--- src/lrm_pkg.sv ---
// constants, layouts and types for the local/remote operating-mode selector
`default_nettype none
package lrm_pkg;
  localparam int unsigned CLK_HZ = 50_000_000;
  localparam int unsigned END_SHOW_MS = 1000;
  localparam int unsigned END_SHOW_CYCLES = CLK_HZ / 1000 * END_SHOW_MS;
  localparam int unsigned SHOW_CNT_W = 26;

  localparam logic [7:0] OFS_CFG = 8'h00;
  localparam logic [7:0] OFS_MFFUNC = 8'h04;
  localparam logic [7:0] OFS_EDIT = 8'h08;
  localparam logic [7:0] OFS_ENTER = 8'h0c;
  localparam logic [7:0] OFS_STATUS = 8'h10;
  localparam logic [7:0] OFS_STORED = 8'h14;

  localparam logic [1:0] RESP_OKAY = 2'h0;
  localparam logic [1:0] RESP_SLVERR = 2'h2;

  // parameter table indices
  localparam logic [3:0] IDX_INIT = 4'h0;
  localparam logic [3:0] IDX_SOURCE = 4'h1;
  localparam logic [3:0] IDX_POLICY = 4'h2;
  localparam logic [3:0] IDX_VOLTAGE = 4'h3;
  localparam logic [3:0] IDX_PRESET_FIRST = 4'h4;
  localparam logic [3:0] IDX_PRESET_FOURTH = 4'h7;
  localparam logic [3:0] IDX_INCHING = 4'h8;

  localparam logic [15:0] INIT_RESTORE = 16'h0006;
  localparam logic [15:0] INIT_DONE_VALUE = 16'h0001;
  localparam logic [15:0] SOURCE_PANEL = 16'h0000;
  localparam logic [15:0] POLICY_RUN_AT_ONCE = 16'h0001;
  localparam logic [15:0] VOLT_200_CLASS = 16'h07d0;
  localparam logic [15:0] VOLT_400_CLASS = 16'h0fa0;

  localparam logic [3:0] MF_TWO_WIRE_REV = 4'h0;
  localparam logic [3:0] MF_THREE_WIRE_STOP = 4'h1;
  localparam logic [3:0] MF_MODE_SWITCH = 4'h5;
  localparam logic [19:0] MFFUNC_RESET = 20'hfffff;
  localparam logic [2:0] REF_SEL_INCHING = 3'h4;
  localparam logic [2:0] REF_SEL_RESET = 3'h0;

  typedef struct packed {
    logic mode_key;
    logic run_key;
    logic stop_key;
    logic enter_key;
    logic remote_run;
    logic [4:0] mf;
  } pin_in_s;

  typedef struct packed {
    logic remote;
    logic run;
    logic reverse;
    logic flash;
    logic end_show;
  } drive_out_s;

  typedef enum {INIT_IDLE, INIT_SHOW} init_e;

  function automatic logic [15:0] param_default(input logic [3:0] idx, input logic cls400);
    logic [15:0] v;
    v = 16'h0000;
    if (idx == IDX_INIT) begin
      v = INIT_DONE_VALUE;
    end else if (idx == IDX_VOLTAGE) begin
      v = cls400 ? VOLT_400_CLASS : VOLT_200_CLASS;
    end
    return v;
  endfunction : param_default
endpackage : lrm_pkg
`default_nettype wire

--- src/local_remote_mode_select.sv ---
// local/remote operating-mode selector with parameter table and axi4-lite registers
//
// Implementation choices: the address map and the AXI4-Lite interface to the registers.
`default_nettype none
// Overview of operation
// The mode key, or any terminal set to function 5, toggles between Remote and Local.
// In Remote the run command and frequency come from the source chosen by source select.
// In Local only the panel run and stop keys and the panel frequency are used.
// After every power-up the mode is Remote.
// With source select at 0 both modes behave the same, using the panel.
// Frequencies entered from the panel go into one of four presets or the inching value.
// Terminals stay active in both modes, but functions 0 and 1 are ignored in Local.
// A run signal already present at a Local-to-Remote change is ignored until it drops.
// With the run policy at 1 a present run signal starts the drive on entering Remote.
// Confirming 6 in the init parameter restores every parameter to its default.
// After confirming init an end indication shows for about 1 s, then the value is 1.
// An unconfirmed edit that differs from the stored value flashes the display.
// Rated motor voltage defaults to 200.0 V or 400.0 V by unit class.
// Protected parameters cannot be changed while the drive is running; the code still lets a confirmed init restore reset them while running.
// The current mode is shown as a status indication.
module local_remote_mode_select
  import lrm_pkg::*;
#(
  parameter int unsigned SHOW_CYCLES = END_SHOW_CYCLES
) (
  input wire logic aclk,
  input wire logic aresetn,
  input wire logic [31:0] s_axi_awaddr,
  input wire logic s_axi_awvalid,
  output logic s_axi_awready,
  input wire logic [31:0] s_axi_wdata,
  input wire logic [3:0] s_axi_wstrb,
  input wire logic s_axi_wvalid,
  output logic s_axi_wready,
  output logic [1:0] s_axi_bresp,
  output logic s_axi_bvalid,
  input wire logic s_axi_bready,
  input wire logic [31:0] s_axi_araddr,
  input wire logic s_axi_arvalid,
  output logic s_axi_arready,
  output logic [31:0] s_axi_rdata,
  output logic [1:0] s_axi_rresp,
  output logic s_axi_rvalid,
  input wire logic s_axi_rready,
  input wire pin_in_s pins,
  input wire logic class_400_strap,
  input wire logic [15:0] remote_freq,
  output drive_out_s drive,
  output logic [15:0] freq_ref,
  output logic [15:0] data_display
);

  function automatic logic [31:0] merge_bytes(input logic [31:0] old, input logic [31:0] wd,
                                              input logic [3:0] be);
    logic [31:0] r;
    r = old;
    for (int i = 0; i < 4; i++) begin
      if (be[i]) begin
        r[i*8 +: 8] = wd[i*8 +: 8];
      end
    end
    return r;
  endfunction : merge_bytes

  ////////////////////////////////////////////////////////////////////////////////////////
  // state
  logic [9:0] sync1, sync2, sync3, filt, filt_d;
  logic [9:0] next_filt;
  logic aw_held, w_held, next_aw_held, next_w_held;
  logic [7:0] aw_addr, next_aw_addr;
  logic aw_bad, next_aw_bad;
  logic [31:0] w_data, next_w_data;
  logic [3:0] w_strb, next_w_strb;
  logic next_awready, next_wready, next_bvalid, next_arready, next_rvalid;
  logic [1:0] next_bresp, next_rresp;
  logic [31:0] next_rdata;
  logic [2:0] ref_sel, next_ref_sel;
  logic [19:0] mffunc, next_mffunc;
  logic [15:0] edit_value, next_edit_value;
  logic [3:0] edit_index, next_edit_index;
  logic [15:0] params [16];
  logic [15:0] next_params [16];
  logic run_latch, next_run_latch;
  logic run_ignore, next_run_ignore;
  logic rejected, next_rejected;
  logic strap_taken, next_strap_taken;
  logic class_400, next_class_400;
  init_e init_state, next_init_state;
  logic [SHOW_CNT_W-1:0] show_cnt, next_show_cnt;
  drive_out_s next_drive;
  logic [15:0] next_freq_ref, next_data_display;

  pin_in_s fp, fp_d;
  logic mode_pulse, run_pulse, stop_pulse, enter_key_pulse, mode_event;
  logic [4:0] mf_mode, mf_rev, mf_stop;
  logic wr_go, sw_enter, confirm, protect, panel_src, stop3w, want_reverse;
  logic [31:0] merged;

  assign fp = pin_in_s'(filt);
  assign fp_d = pin_in_s'(filt_d);

  ////////////////////////////////////////////////////////////////////////////////////////
  // next-state logic
  always_comb begin
    next_filt = (sync2 & sync3) | (filt & (sync2 | sync3));
    mode_pulse = fp.mode_key & ~fp_d.mode_key;
    run_pulse = fp.run_key & ~fp_d.run_key;
    stop_pulse = fp.stop_key & ~fp_d.stop_key;
    enter_key_pulse = fp.enter_key & ~fp_d.enter_key;
    for (int i = 0; i < 5; i++) begin
      mf_mode[i] = mffunc[i*4 +: 4] == MF_MODE_SWITCH;
      mf_rev[i] = mffunc[i*4 +: 4] == MF_TWO_WIRE_REV;
      mf_stop[i] = mffunc[i*4 +: 4] == MF_THREE_WIRE_STOP;
    end
    mode_event = mode_pulse | (|(fp.mf & ~fp_d.mf & mf_mode));

    // axi4-lite slave
    next_aw_held = aw_held;
    next_w_held = w_held;
    next_aw_addr = aw_addr;
    next_aw_bad = aw_bad;
    next_w_data = w_data;
    next_w_strb = w_strb;
    next_bvalid = s_axi_bvalid & ~s_axi_bready;
    next_bresp = s_axi_bresp;
    if (s_axi_awvalid && s_axi_awready) begin
      next_aw_held = 1'b1;
      next_aw_addr = s_axi_awaddr[7:0];
      next_aw_bad = |s_axi_awaddr[31:8];
    end
    if (s_axi_wvalid && s_axi_wready) begin
      next_w_held = 1'b1;
      next_w_data = s_axi_wdata;
      next_w_strb = s_axi_wstrb;
    end
    wr_go = aw_held & w_held & ~s_axi_bvalid;
    sw_enter = 1'b0;
    merged = 32'h0;
    next_ref_sel = ref_sel;
    next_mffunc = mffunc;
    next_edit_value = edit_value;
    next_edit_index = edit_index;
    if (wr_go) begin
      next_aw_held = 1'b0;
      next_w_held = 1'b0;
      next_bvalid = 1'b1;
      next_bresp = RESP_OKAY;
      if (aw_bad) begin
        next_bresp = RESP_SLVERR;
      end else if (aw_addr == OFS_CFG) begin
        merged = merge_bytes({29'h0, ref_sel}, w_data, w_strb);
        next_ref_sel = merged[2:0];
      end else if (aw_addr == OFS_MFFUNC) begin
        merged = merge_bytes({12'h0, mffunc}, w_data, w_strb);
        next_mffunc = merged[19:0];
      end else if (aw_addr == OFS_EDIT) begin
        merged = merge_bytes({12'h0, edit_index, edit_value}, w_data, w_strb);
        {next_edit_index, next_edit_value} = merged[19:0];
      end else if (aw_addr == OFS_ENTER) begin
        sw_enter = 1'b1;
      end else if (aw_addr != OFS_STATUS && aw_addr != OFS_STORED) begin
        next_bresp = RESP_SLVERR;
      end
    end
    next_awready = ~next_aw_held & ~next_bvalid;
    next_wready = ~next_w_held & ~next_bvalid;

    next_rvalid = s_axi_rvalid & ~s_axi_rready;
    next_rdata = s_axi_rdata;
    next_rresp = s_axi_rresp;
    if (s_axi_arvalid && s_axi_arready) begin
      next_rvalid = 1'b1;
      next_rresp = RESP_OKAY;
      next_rdata = 32'h0;
      if (|s_axi_araddr[31:8]) begin
        next_rresp = RESP_SLVERR;
      end else begin
        unique case (s_axi_araddr[7:0])
          OFS_CFG: next_rdata = {29'h0, ref_sel};
          OFS_MFFUNC: next_rdata = {12'h0, mffunc};
          OFS_EDIT: next_rdata = {12'h0, edit_index, edit_value};
          OFS_ENTER: next_rdata = 32'h0;
          OFS_STATUS: next_rdata = {24'h0, class_400, rejected, run_ignore, drive};
          OFS_STORED: next_rdata = {16'h0, params[edit_index]};
          default: next_rresp = RESP_SLVERR;
        endcase
      end
    end
    next_arready = ~next_rvalid;

    // strap caught once after reset release
    next_strap_taken = 1'b1;
    next_class_400 = strap_taken ? class_400 : class_400_strap;
    next_params = params;
    if (!strap_taken) begin
      next_params[IDX_VOLTAGE] = param_default(IDX_VOLTAGE, class_400_strap);
    end

    // parameter editing and initialisation
    confirm = (sw_enter | enter_key_pulse) & (init_state == INIT_IDLE);
    protect = (edit_index == IDX_SOURCE) | (edit_index == IDX_VOLTAGE);
    next_rejected = rejected;
    next_init_state = init_state;
    next_show_cnt = show_cnt;
    if (confirm) begin
      if (protect && drive.run) begin
        next_rejected = 1'b1;
      end else if (edit_index == IDX_INIT && edit_value == INIT_RESTORE) begin
        next_rejected = 1'b0;
        next_init_state = INIT_SHOW;
        next_show_cnt = '0;
      end else begin
        next_rejected = 1'b0;
        next_params[edit_index] = edit_value;
      end
    end
    if (init_state == INIT_SHOW) begin
      next_show_cnt = show_cnt + 1'b1;
      if (show_cnt == SHOW_CNT_W'(SHOW_CYCLES - 1)) begin
        next_init_state = INIT_IDLE;
        for (int i = 0; i < 16; i++) begin
          next_params[i] = param_default(4'(i), class_400);
        end
        next_edit_index = IDX_INIT;
        next_edit_value = INIT_DONE_VALUE;
      end
    end

    // mode and run command
    next_drive = drive;
    next_drive.remote = drive.remote ^ mode_event;
    panel_src = ~next_drive.remote | (params[IDX_SOURCE] == SOURCE_PANEL);
    stop3w = next_drive.remote & |(fp.mf & mf_stop);
    want_reverse = next_drive.remote & |(fp.mf & mf_rev);
    next_run_latch = run_latch;
    if (mode_event) begin
      next_run_latch = 1'b0;
    end else if (stop_pulse) begin
      next_run_latch = 1'b0;
    end else if (run_pulse) begin
      next_run_latch = 1'b1;
    end
    next_run_ignore = run_ignore & fp.remote_run;
    if (mode_event && next_drive.remote) begin
      // policy 1 also drops an ignore still armed from an earlier entry
      next_run_ignore = (params[IDX_POLICY] != POLICY_RUN_AT_ONCE) & fp.remote_run;
    end
    if (panel_src) begin
      next_drive.run = next_run_latch;
      next_drive.reverse = 1'b0;
      if (ref_sel <= REF_SEL_INCHING) begin
        next_freq_ref = params[IDX_PRESET_FIRST + {1'b0, ref_sel}];
      end else begin
        next_freq_ref = params[IDX_PRESET_FIRST];
      end
    end else begin
      next_drive.run = fp.remote_run & ~next_run_ignore & ~stop3w;
      next_drive.reverse = want_reverse;
      next_freq_ref = remote_freq;
    end
    next_drive.end_show = next_init_state == INIT_SHOW;
    next_drive.flash = next_edit_value != next_params[next_edit_index];
    next_data_display = next_drive.end_show ? params[IDX_INIT] : next_edit_value;
  end

  ////////////////////////////////////////////////////////////////////////////////////////
  // registers
  always_ff @(posedge aclk) begin
    sync1 <= pins;
    sync2 <= sync1;
    sync3 <= sync2;
    params <= next_params;
    if (!aresetn) begin
      filt <= '0;
      filt_d <= '0;
      aw_held <= 1'b0;
      w_held <= 1'b0;
      aw_addr <= 8'h00;
      aw_bad <= 1'b0;
      w_data <= 32'h0;
      w_strb <= 4'h0;
      s_axi_awready <= 1'b0;
      s_axi_wready <= 1'b0;
      s_axi_bvalid <= 1'b0;
      s_axi_bresp <= RESP_OKAY;
      s_axi_arready <= 1'b0;
      s_axi_rvalid <= 1'b0;
      s_axi_rdata <= 32'h0;
      s_axi_rresp <= RESP_OKAY;
      ref_sel <= REF_SEL_RESET;
      mffunc <= MFFUNC_RESET;
      edit_value <= INIT_DONE_VALUE;
      edit_index <= IDX_INIT;
      for (int i = 0; i < 16; i++) begin
        params[i] <= param_default(4'(i), 1'b0);
      end
      run_latch <= 1'b0;
      run_ignore <= 1'b0;
      rejected <= 1'b0;
      strap_taken <= 1'b0;
      class_400 <= 1'b0;
      init_state <= INIT_IDLE;
      show_cnt <= '0;
      drive <= '{remote: 1'b1, default: 1'b0};
      freq_ref <= 16'h0000;
      data_display <= INIT_DONE_VALUE;
    end else begin
      filt <= next_filt;
      filt_d <= filt;
      aw_held <= next_aw_held;
      w_held <= next_w_held;
      aw_addr <= next_aw_addr;
      aw_bad <= next_aw_bad;
      w_data <= next_w_data;
      w_strb <= next_w_strb;
      s_axi_awready <= next_awready;
      s_axi_wready <= next_wready;
      s_axi_bvalid <= next_bvalid;
      s_axi_bresp <= next_bresp;
      s_axi_arready <= next_arready;
      s_axi_rvalid <= next_rvalid;
      s_axi_rdata <= next_rdata;
      s_axi_rresp <= next_rresp;
      ref_sel <= next_ref_sel;
      mffunc <= next_mffunc;
      edit_value <= next_edit_value;
      edit_index <= next_edit_index;
      run_latch <= next_run_latch;
      run_ignore <= next_run_ignore;
      rejected <= next_rejected;
      strap_taken <= next_strap_taken;
      class_400 <= next_class_400;
      init_state <= next_init_state;
      show_cnt <= next_show_cnt;
      drive <= next_drive;
      freq_ref <= next_freq_ref;
      data_display <= next_data_display;
    end
  end

  ////////////////////////////////////////////////////////////////////////////////////////
  // checks
  power_up_remote_a: assert property (@(posedge aclk)
    $rose(aresetn) |-> drive.remote)
    else $error("mode not remote after reset");

  mode_toggle_a: assert property (@(posedge aclk) disable iff (!aresetn)
    mode_event |=> drive.remote != $past(drive.remote))
    else $error("mode did not toggle");

  local_ignore_a: assert property (@(posedge aclk) disable iff (!aresetn)
    !drive.remote |-> !drive.reverse)
    else $error("reverse taken in local mode");

  run_ignored_a: assert property (@(posedge aclk) disable iff (!aresetn)
    (mode_event && !drive.remote && fp.remote_run && params[IDX_POLICY] != POLICY_RUN_AT_ONCE
     && params[IDX_SOURCE] != SOURCE_PANEL) |=> !drive.run [*2])
    else $error("held run not ignored on entering remote");

  policy_run_a: assert property (@(posedge aclk) disable iff (!aresetn)
    (mode_event && !drive.remote && fp.remote_run && !stop3w
     && params[IDX_POLICY] == POLICY_RUN_AT_ONCE && params[IDX_SOURCE] != SOURCE_PANEL)
    |=> drive.run)
    else $error("run policy did not start drive");

  init_show_a: assert property (@(posedge aclk) disable iff (!aresetn)
    (confirm && !(protect && drive.run) && edit_index == IDX_INIT && edit_value == INIT_RESTORE)
    |=> drive.end_show [*2])
    else $error("end indication missing");

  init_restore_a: assert property (@(posedge aclk) disable iff (!aresetn)
    $fell(drive.end_show) |-> params[IDX_INIT] == INIT_DONE_VALUE
      && params[IDX_PRESET_FIRST] == 16'h0000 && data_display == INIT_DONE_VALUE)
    else $error("parameters not restored");

  reject_run_a: assert property (@(posedge aclk) disable iff (!aresetn)
    (confirm && protect && drive.run) |=> rejected && $stable(params[edit_index]))
    else $error("protected change accepted while running");

  flash_clear_a: assert property (@(posedge aclk) disable iff (!aresetn)
    (confirm && !protect && edit_index != IDX_INIT) |=> !drive.flash)
    else $error("display still flashing after confirm");

  voltage_default_a: assert property (@(posedge aclk) disable iff (!aresetn)
    $rose(strap_taken) |-> params[IDX_VOLTAGE] == ($past(class_400_strap) ? VOLT_400_CLASS
                                                                           : VOLT_200_CLASS))
    else $error("wrong rated voltage default");
endmodule : local_remote_mode_select
`default_nettype wire

--- config.mk ---
export PLATFORM = sky130hd
export DESIGN_NAME = local_remote_mode_select
export DESIGN_NICKNAME = d
export VERILOG_FILES = /design/src/lrm_pkg.sv /design/src/local_remote_mode_select.sv
export SDC_FILE = /design/constraint.sdc
export NUM_CORES = 1
export LEC_CHECK = 0
export BUFFER_PORTS_ARGS = -buffer_cell sky130_fd_sc_hd__buf_2
export CORE_MARGIN = 1.5
export CORE_UTILIZATION = 40
export CTS_CLUSTER_SIZE = 10
export DETAILED_ROUTE_END_ITERATION = 6
export PLACE_DENSITY = 0.64
export REMOVE_ABC_BUFFERS = 1
export SLEW_MARGIN = 25
export SYNTH_ARGS = -nofsm -noshare
export SYNTH_HDL_FRONTEND = slang
export SYNTH_SLANG_ARGS = --single-unit
--- constraint.sdc ---
create_clock -name aclk -period 3.45 [get_ports aclk]
set_input_delay 0.345 -clock aclk [delete_from_list [all_inputs] [get_ports aclk]]
set_output_delay 0.345 -clock aclk [all_outputs]
set_load 0.02 [all_outputs]
==> flow_summary.json, run 1 <==
{
  "finalSetupViolCount": 1,
  "postSynthRegisterBits": 509,
  "synth-async-reset-ratio_pct": 0,
  "kind_of_path_behind_the_tightest_hold_check": "input pin to flop",
  "worstPathArrival_ns": 4.45,
  "gp_congestion": 1.05,
  "worst_path_most_repeated_cell": "buf_4",
  "placementRows": 92,
  "timing.final.crit_period_ns": 3.92,
  "drc_errors": 1,
  "finish.instance_area_sq_mm": 0.0344,
  "ys_dominant_reg_cell": "dfxtp_1",
  "count_of_antenna_violating_nets_left_after_detailed_routing": 0,
  "register_clock_pin_slew_on_the_reported_worst_setup_and_hold_paths_ns": 0.06,
  "hold_viol_final": 0,
  "clock_path_buffers": 3,
  "detailedPlacementHpwl_mm": 86.6,
  "worstReg2RegStart": "show_cnt[0]",
  "synth_edf_count": 0,
  "final_layout_size_suffix_gt1_share_pct": 29.8,
  "detail_route.vias_per_cell": 6.05,
  "cp_cell_sequence": "ha_1, and3_1, nand3_1, or4_1, buf_4, buf_4, o21ai_1, buf_4, o22ai_1, a211oi_1, or4_1, o211a_1, nand4_1, o41a_1",
  "die_area_sq_mm": 0.0651,
  "synthesis.area_per_instance_sq_um": 8.37,
  "reg2reg_depth": 14,
  "critPathRequiredTime_ns": 3.98,
  "total_power_mw": 12.3,
  "fillerInstances": 5848,
  "r2r-end": "drive[1]",
  "route.vias.total": 27500,
  "global_route.usage.total_pct": 35.1,
  "cts_tree": "yes",
  "cts-root-buf": "clkbuf_16",
  "die_w_um": 255,
  "cp_delay_by_family_top": "compound AO/OA/AOI/OAI gates",
  "timing.critical_path.fanout_max": 4,
  "cts_buffers": 59,
  "timing.critical_path.to_type": "flop",
  "min_from": "s_axi_arvalid",
  "worst_hold_path.endpoint": "s_axi_rresp[1]",
  "crit_path_start": "show_cnt[0]",
  "critical_path.max_stage_delay_ns": 0.81,
  "tightest_slew_ns": 1.14,
  "wl_per_cell_um": 25.7,
  "wirelength_mm": 117,
  "final_max_slew_viol_count": 0,
  "worstSkewPairLatency_ns": 0.66,
  "grt_pass1_vias": 25500,
  "placement.io_buffers": 184,
  "min_period_over_period_pct": 114,
  "start_kind": "flop",
  "power.leakage_nw": 13.8,
  "nets": 3820,
  "grt_first_pass_wirelength_mm": 168,
  "grt_antenna_before_repair": 5,
  "placement.cell_area_sq_mm": 0.0311,
  "globalRouteOverflowTotal": 0,
  "outcome": "finished with violations",
  "clock-sinks": 509,
  "violations": "design-rule violations, negative setup slack",
  "syn_to_final_growth_pct": 35.1,
  "first_iter_violations": 3441,
  "irDropWorstVdd_mv": 0.401,
  "area_of_the_placeable_core_sq_mm": 0.0630,
  "grt_max_degree": 103,
  "finalCoreUtilization_pct": 54.6,
  "critical_path.n_buffers_inverters": 3,
  "synth.cell_area_sq_mm": 0.0254,
  "max-slew-margin-rel_pct": 24.0,
  "synthesis.instances": 3040,
  "h-tree-depth": 2,
  "initial_utilization_pct": 40.4,
  "critPathKind": "flop to flop",
  "synth-seq-area-share_pct": 40.1,
  "crit_slowest_cell": "a211oi_1",
  "finalClockSkew_ns": 0.0403,
  "holdPathStages": 3,
  "grt_setup_unrepaired": "yes",
  "reg2reg_setup_slack_ns": -0.47,
  "ys_warn_count": 0,
  "layout_setup_ws_ns": -0.466,
  "synth.distinct_cells": 86,
  "floorplan.die.height_um": 255,
  "boundaryPins": 212,
  "timing.setup.tns_ns": -0.466,
  "p_per_area_mw_per_mm2": 359,
  "cap_viol_max_count": 0,
  "number_of_search_and_repair_iterations_in_the_first_detailed_routing_pass": 7,
  "fmax_mhz": 255
}
[synth_stat cells (7+ instances only)]
| cell type | instances | area [sq um] |
|---|---|---|
| o31ai_1 | 10 | 75.1 |
| o2111ai_1 | 7 | 61.3 |
| clkbuf_1 | 199 | 747 |
| o211ai_1 | 29 | 218 |
| mux2_2 | 18 | 203 |
| xor2_1 | 7 | 61.3 |
| and3_1 | 57 | 357 |
| buf_1 | 25 | 93.8 |
| mux4_2 | 96 | 2160 |
| a21oi_1 | 314 | 1570 |
| a211oi_1 | 18 | 135 |
| nor2b_1 | 11 | 68.8 |
| a22oi_1 | 35 | 263 |
| dfxtp_1 | 509 | 10200 |
| nand4_1 | 38 | 238 |
| nand3_1 | 94 | 470 |
| or2_2 | 9 | 56.3 |
| mux2i_1 | 142 | 1420 |
| or3_1 | 18 | 113 |
| and2_1 | 30 | 188 |
| o32ai_1 | 8 | 70.1 |
| buf_2 | 31 | 155 |
| o22ai_1 | 29 | 181 |
| a311oi_1 | 18 | 158 |
| o311ai_0 | 11 | 96.3 |
| nor2_1 | 284 | 1070 |
| nand2_1 | 555 | 2080 |
| o32a_1 | 8 | 80.1 |
| nand2b_1 | 15 | 93.8 |
| buf_4 | 16 | 120 |
| o221ai_1 | 9 | 78.8 |
| a31oi_1 | 14 | 87.6 |
| nor3_1 | 78 | 390 |
| o21ai_0 | 101 | 505 |
| nor4_1 | 47 | 294 |
| inv_1 | 16 | 60.1 |
[how the worst max path moves through the flow]
stage	cells past startpoint	slack, ns	endpoint
6_report	14	-0.47	drive[1]
5_1_grt	19	-0.55	drive[1]
4_1_cts	14	-0.47	drive[1]
3_5_place_dp	14	-0.50	drive[1]
3_3_place_gp	13	-0.59	drive[1]
2_1_floorplan	9	-4.87	drive[1]
[sequential cells by signal, indices dropped and copies added (netlist names), 3 cells and up]
register	cells
params	256
init_state	32
show_cnt	26
mffunc	20
s_axi_rdata	20
w_data	20
data_display	16
edit_value	16
freq_ref	16
filt	10
sync1	10
sync2	10
sync3	10
filt_d	9
aw_addr	8
drive	5
edit_index	4
ref_sel	3
w_strb	3
[placed cells by master (no fill, tap or decap), drive strengths merged, types with 8 or more instances in the layout]
master and count:
nor2 284, o32a 8, a21oi 314, or3 19, and2 31, dfxtp 509
mux2 19, mux2i 142, conb 14, nor2b 11, o221ai 9, o31ai 10
and3 57, o21ai 108, mux4 96, o32ai 8, nor3 83, nor4 48
a31oi 14, buf 786, a211oi 18, nand4 39, or2 9, inv 17
nand3 94, a311oi 18, dlygate4sd3 58, a22oi 35, o22ai 29, o211ai 29
nand2b 15, o311ai 12, clkbuf 74, nand2 555
[per-stage QoR]
| stage | setup slack (ns) | hold WS [ns] | cells |
|---|---|---|---|
| floorplan | -4.87 | 0.310 | 2779 |
| global placement | -0.590 | 0.310 | 4380 |
| detailed placement | -0.501 | 0.314 | 4380 |
| CTS | -0.469 | 0.00700 | 4532 |
| global route | -0.554 | 0.0526 | 4548 |
| finish | -0.466 | 0.0244 | 4550 |
[worst min-delay path, delay by kind of cell]
kind / cells / cell delay [ns]
AOI/OAI and AO/OA: 2 / 0.18
buffers and inverters: 1 / 0.10
[power breakdown]
| part | internal (mW) | switching, mW | total (mW) | leakage (nW) |
|---|---|---|---|---|
| Clock | 3.26 | 2.55 | 5.81 | 0.837 |
| Sequential | 5.94 | 0.0515 | 6.00 | 4.12 |
| Combinational | 0.220 | 0.314 | 0.534 | 8.83 |
| Total | 9.43 | 2.91 | 12.3 | 13.8 |
[final cells by class]
type | count | area, sq um | area share, %
multi-input combinational | 2253 | 14700 | 42.9
sequential | 509 | 10200 | 29.7
timing repair buffer | 844 | 6550 | 19.1
clock buffer | 74 | 1620 | 4.72
tap | 846 | 1060 | 3.08
clock inverter | 5 | 103 | 0.299
inverter | 17 | 66.3 | 0.193
antenna | 2 | 5.00 | 0.0146
[logic make-up (layout without fill, tap and decap cells)]
kind of cell	after synthesis	in the layout	share of synthesized area, %
adder cells (fa/ha/maj)	2	2	0.0984
other	1	16	0.0147
multiplexers	257	257	14.9
AND/OR/NAND/NOR	1276	1276	22.8
flip-flops	509	509	40.1
buffers and inverters	291	940	4.77
AO/OA/AOI/OAI	691	691	16.8
XOR/XNOR	13	13	0.448
[per-layer routing]
metal | share of wire (%) | vias to the layer above | track usage, %
met5 | 0.014 | - | 0
met4 | 6.3 | 2 | 20.1
met3 | 11 | 374 | 6.92
met2 | 43 | 1753 | 53.5
met1 | 39 | 13200 | 46.4
li1 | - | 12200 | -
[timing repair]
item                                    4_1_cts  5_1_grt
hold endpoints to repair                     58        0
hold buffers                                 58        0
buffers inserted                             15       16
endpoints found under the setup margin        1       27
resized for setup                            37      109
pin swaps                                    23       44
(Power assumes the default switching activity.)
==> inputs of run 2 (changes only) <==
--- a/config.mk
+++ b/config.mk
@@ -6,12 +6,12 @@
 export NUM_CORES = 1
 export LEC_CHECK = 0
 export BUFFER_PORTS_ARGS = -buffer_cell sky130_fd_sc_hd__buf_2
-export CORE_MARGIN = 1.5
 export CORE_UTILIZATION = 40
 export CTS_CLUSTER_SIZE = 10
 export DETAILED_ROUTE_END_ITERATION = 6
 export PLACE_DENSITY = 0.64
 export REMOVE_ABC_BUFFERS = 1
+export SKIP_CTS_REPAIR_TIMING = 1
 export SLEW_MARGIN = 25
 export SYNTH_ARGS = -nofsm -noshare
 export SYNTH_HDL_FRONTEND = slang
==> flow_summary.json, run 2 (synthesis gave the netlist of run 1 again) <==
{
  "drc_errors": 7,
  "global_route.usage.total_pct": 35.6,
  "grt_antenna_before_repair": 2,
  "largestRegisters": "params x256, init_state x32, show_cnt x26",
  "cap_viol_max_count": 0,
  "cts_tree": "yes",
  "placement.cell_area_sq_mm": 0.0312,
  "placementRows": 92,
  "clock-sinks": 509,
  "layout_setup_ws_ns": -0.518,
  "irDropWorstVdd_mv": 0.435,
  "gp_congestion": 1.05,
  "critPathRequiredTime_ns": 3.99,
  "worstSkewPairLatency_ns": 0.66,
  "timing.final.crit_period_ns": 3.97,
  "grt_setup_unrepaired": "yes",
  "timing.setup.tns_ns": -0.518,
  "regMostFlops": "params",
  "p_per_area_mw_per_mm2": 362,
  "clock_path_buffers": 3,
  "die_w_um": 254,
  "grt_first_pass_wirelength_mm": 169,
  "whs_ns": -0.0363,
  "syn_to_final_growth_pct": 34.0,
  "initial_utilization_pct": 40.4,
  "count_of_antenna_violating_nets_left_after_detailed_routing": 0,
  "cts-root-buf": "clkbuf_16",
  "wirelength_mm": 118,
  "critPathKind": "flop to flop",
  "kind_of_path_behind_the_tightest_hold_check": "input pin to flop",
  "h-tree-depth": 2,
  "max-slew-margin-rel_pct": 31.7,
  "nets": 3819,
  "timing.critical_path.to_type": "flop",
  "numPlacedInstances": 4396,
  "worstPathArrival_ns": 4.51,
  "holdPathStages": 3,
  "globalRouteOverflowTotal": 0,
  "area_of_the_placeable_core_sq_mm": 0.0630,
  "max_ffs_per_register": 256,
  "grt_max_degree": 150,
  "commonest_non_fill_non_tap_cells_in_the_layout": "buf_4, nand2_1, dfxtp_1, a21oi_1, nor2_1",
  "boundaryPins": 212,
  "finalClockSkew_ns": 0.0557,
  "cts_buffers": 59,
  "outcome": "finished with violations",
  "register_clock_pin_slew_on_the_reported_worst_setup_and_hold_paths_ns": 0.06,
  "reg2reg_depth": 13,
  "first_iter_violations": 3424,
  "dp_worst_setup_slack_ns": -0.723,
  "fmax_mhz": 252,
  "min_period_over_period_pct": 115,
  "placement.io_buffers": 184,
  "mostFrequentLayoutCell": "buf_4",
  "route.vias.total": 27500,
  "final_layout_size_suffix_gt1_share_pct": 29.1,
  "detailedPlacementHpwl_mm": 87.0,
  "finalSetupViolCount": 1,
  "grt_pass1_vias": 25400,
  "floorplan.die.height_um": 254,
  "timing.critical_path.fanout_max": 7,
  "hold_viol_final": 4,
  "finish.instance_area_sq_mm": 0.0341,
  "final_max_slew_viol_count": 0,
  "die_area_sq_mm": 0.0646,
  "power.leakage_nw": 13.8,
  "wl_per_cell_um": 26.0,
  "layout.cells.non_filler": 4551,
  "tightest_slew_ns": 1.02,
  "start_kind": "flop",
  "violations": "design-rule violations, negative hold slack, negative setup slack",
  "number_of_search_and_repair_iterations_in_the_first_detailed_routing_pass": 7,
  "detail_route.vias_per_cell": 6.05
}
run 2: cell count changes in the layout (fill, tap and decap cells not counted), moves of 5 or more:
| cell | previous run | this run |
|---|---|---|
| buf_12 | 37 | 30 |
| buf_6 | 16 | 9 |
| a21oi_1 | 301 | 307 |
| buf_4 | 548 | 561 |
| a21oi_2 | 13 | 7 |
| o21ai_1 | 10 | 15 |
run 2: area by class of cell:
| class | instances | area (sq um) |
|---|---|---|
| multi-input cells | 2254 | 14600 |
| fillers | 5863 | 28900 |
| flip-flops and latches | 509 | 10200 |
| clock inverters | 6 | 120 |
| inverters | 17 | 68.8 |
| repair buffers | 842 | 6450 |
| clock buffers | 75 | 1600 |
| well taps | 846 | 1060 |
| diodes | 2 | 5.00 |
run 2: final timing paths:
check                              endpoint           start  slack, ns
worst max register to register     drive[1]   init_state[6]      -0.52
worst max-delay path               drive[1]   init_state[6]      -0.52
worst min-delay path            freq_ref[1]  remote_freq[1]      -0.04
worst min register to register     sync2[4]        sync1[4]       0.33
run 2: metal layers:
layer | wire [um] | track usage, % | part of all wire [%]
met1 | 47900 | 48.3 | 40
met2 | 49900 | 52.3 | 42
met3 | 12800 | 7.86 | 11
met4 | 7740 | 19.4 | 6.5
met5 | 0 | 0 | 0
run 2: stage by stage:
step           power [mW]  utilization (%)
4_1_cts              12.3             52.3
6_report             12.3             54.1
5_1_grt              12.7             54.1
3_3_place_gp         6.57             49.5
3_5_place_dp         6.57             49.5
2_1_floorplan        6.31                -
run 2: power by group:
group	total (mW)	switching, mW	internal [mW]
clock	5.81	2.53	3.28
sequential	5.99	0.0499	5.94
combinational	0.520	0.309	0.210
run 2: critical path, cell delays in order (launching register included):
cell and delay, ns:
dfxtp_1 0.32, nor4_2 0.28, buf_4 0.16, nand3_2 0.07, or4_4 0.69, clkbuf_16 0.22, or3_4 0.42, mux2i_4 0.22
mux2i_1 0.11, o211ai_1 0.33, a31oi_1 0.15, xnor2_1 0.28, nand4_1 0.16, o41a_1 0.45
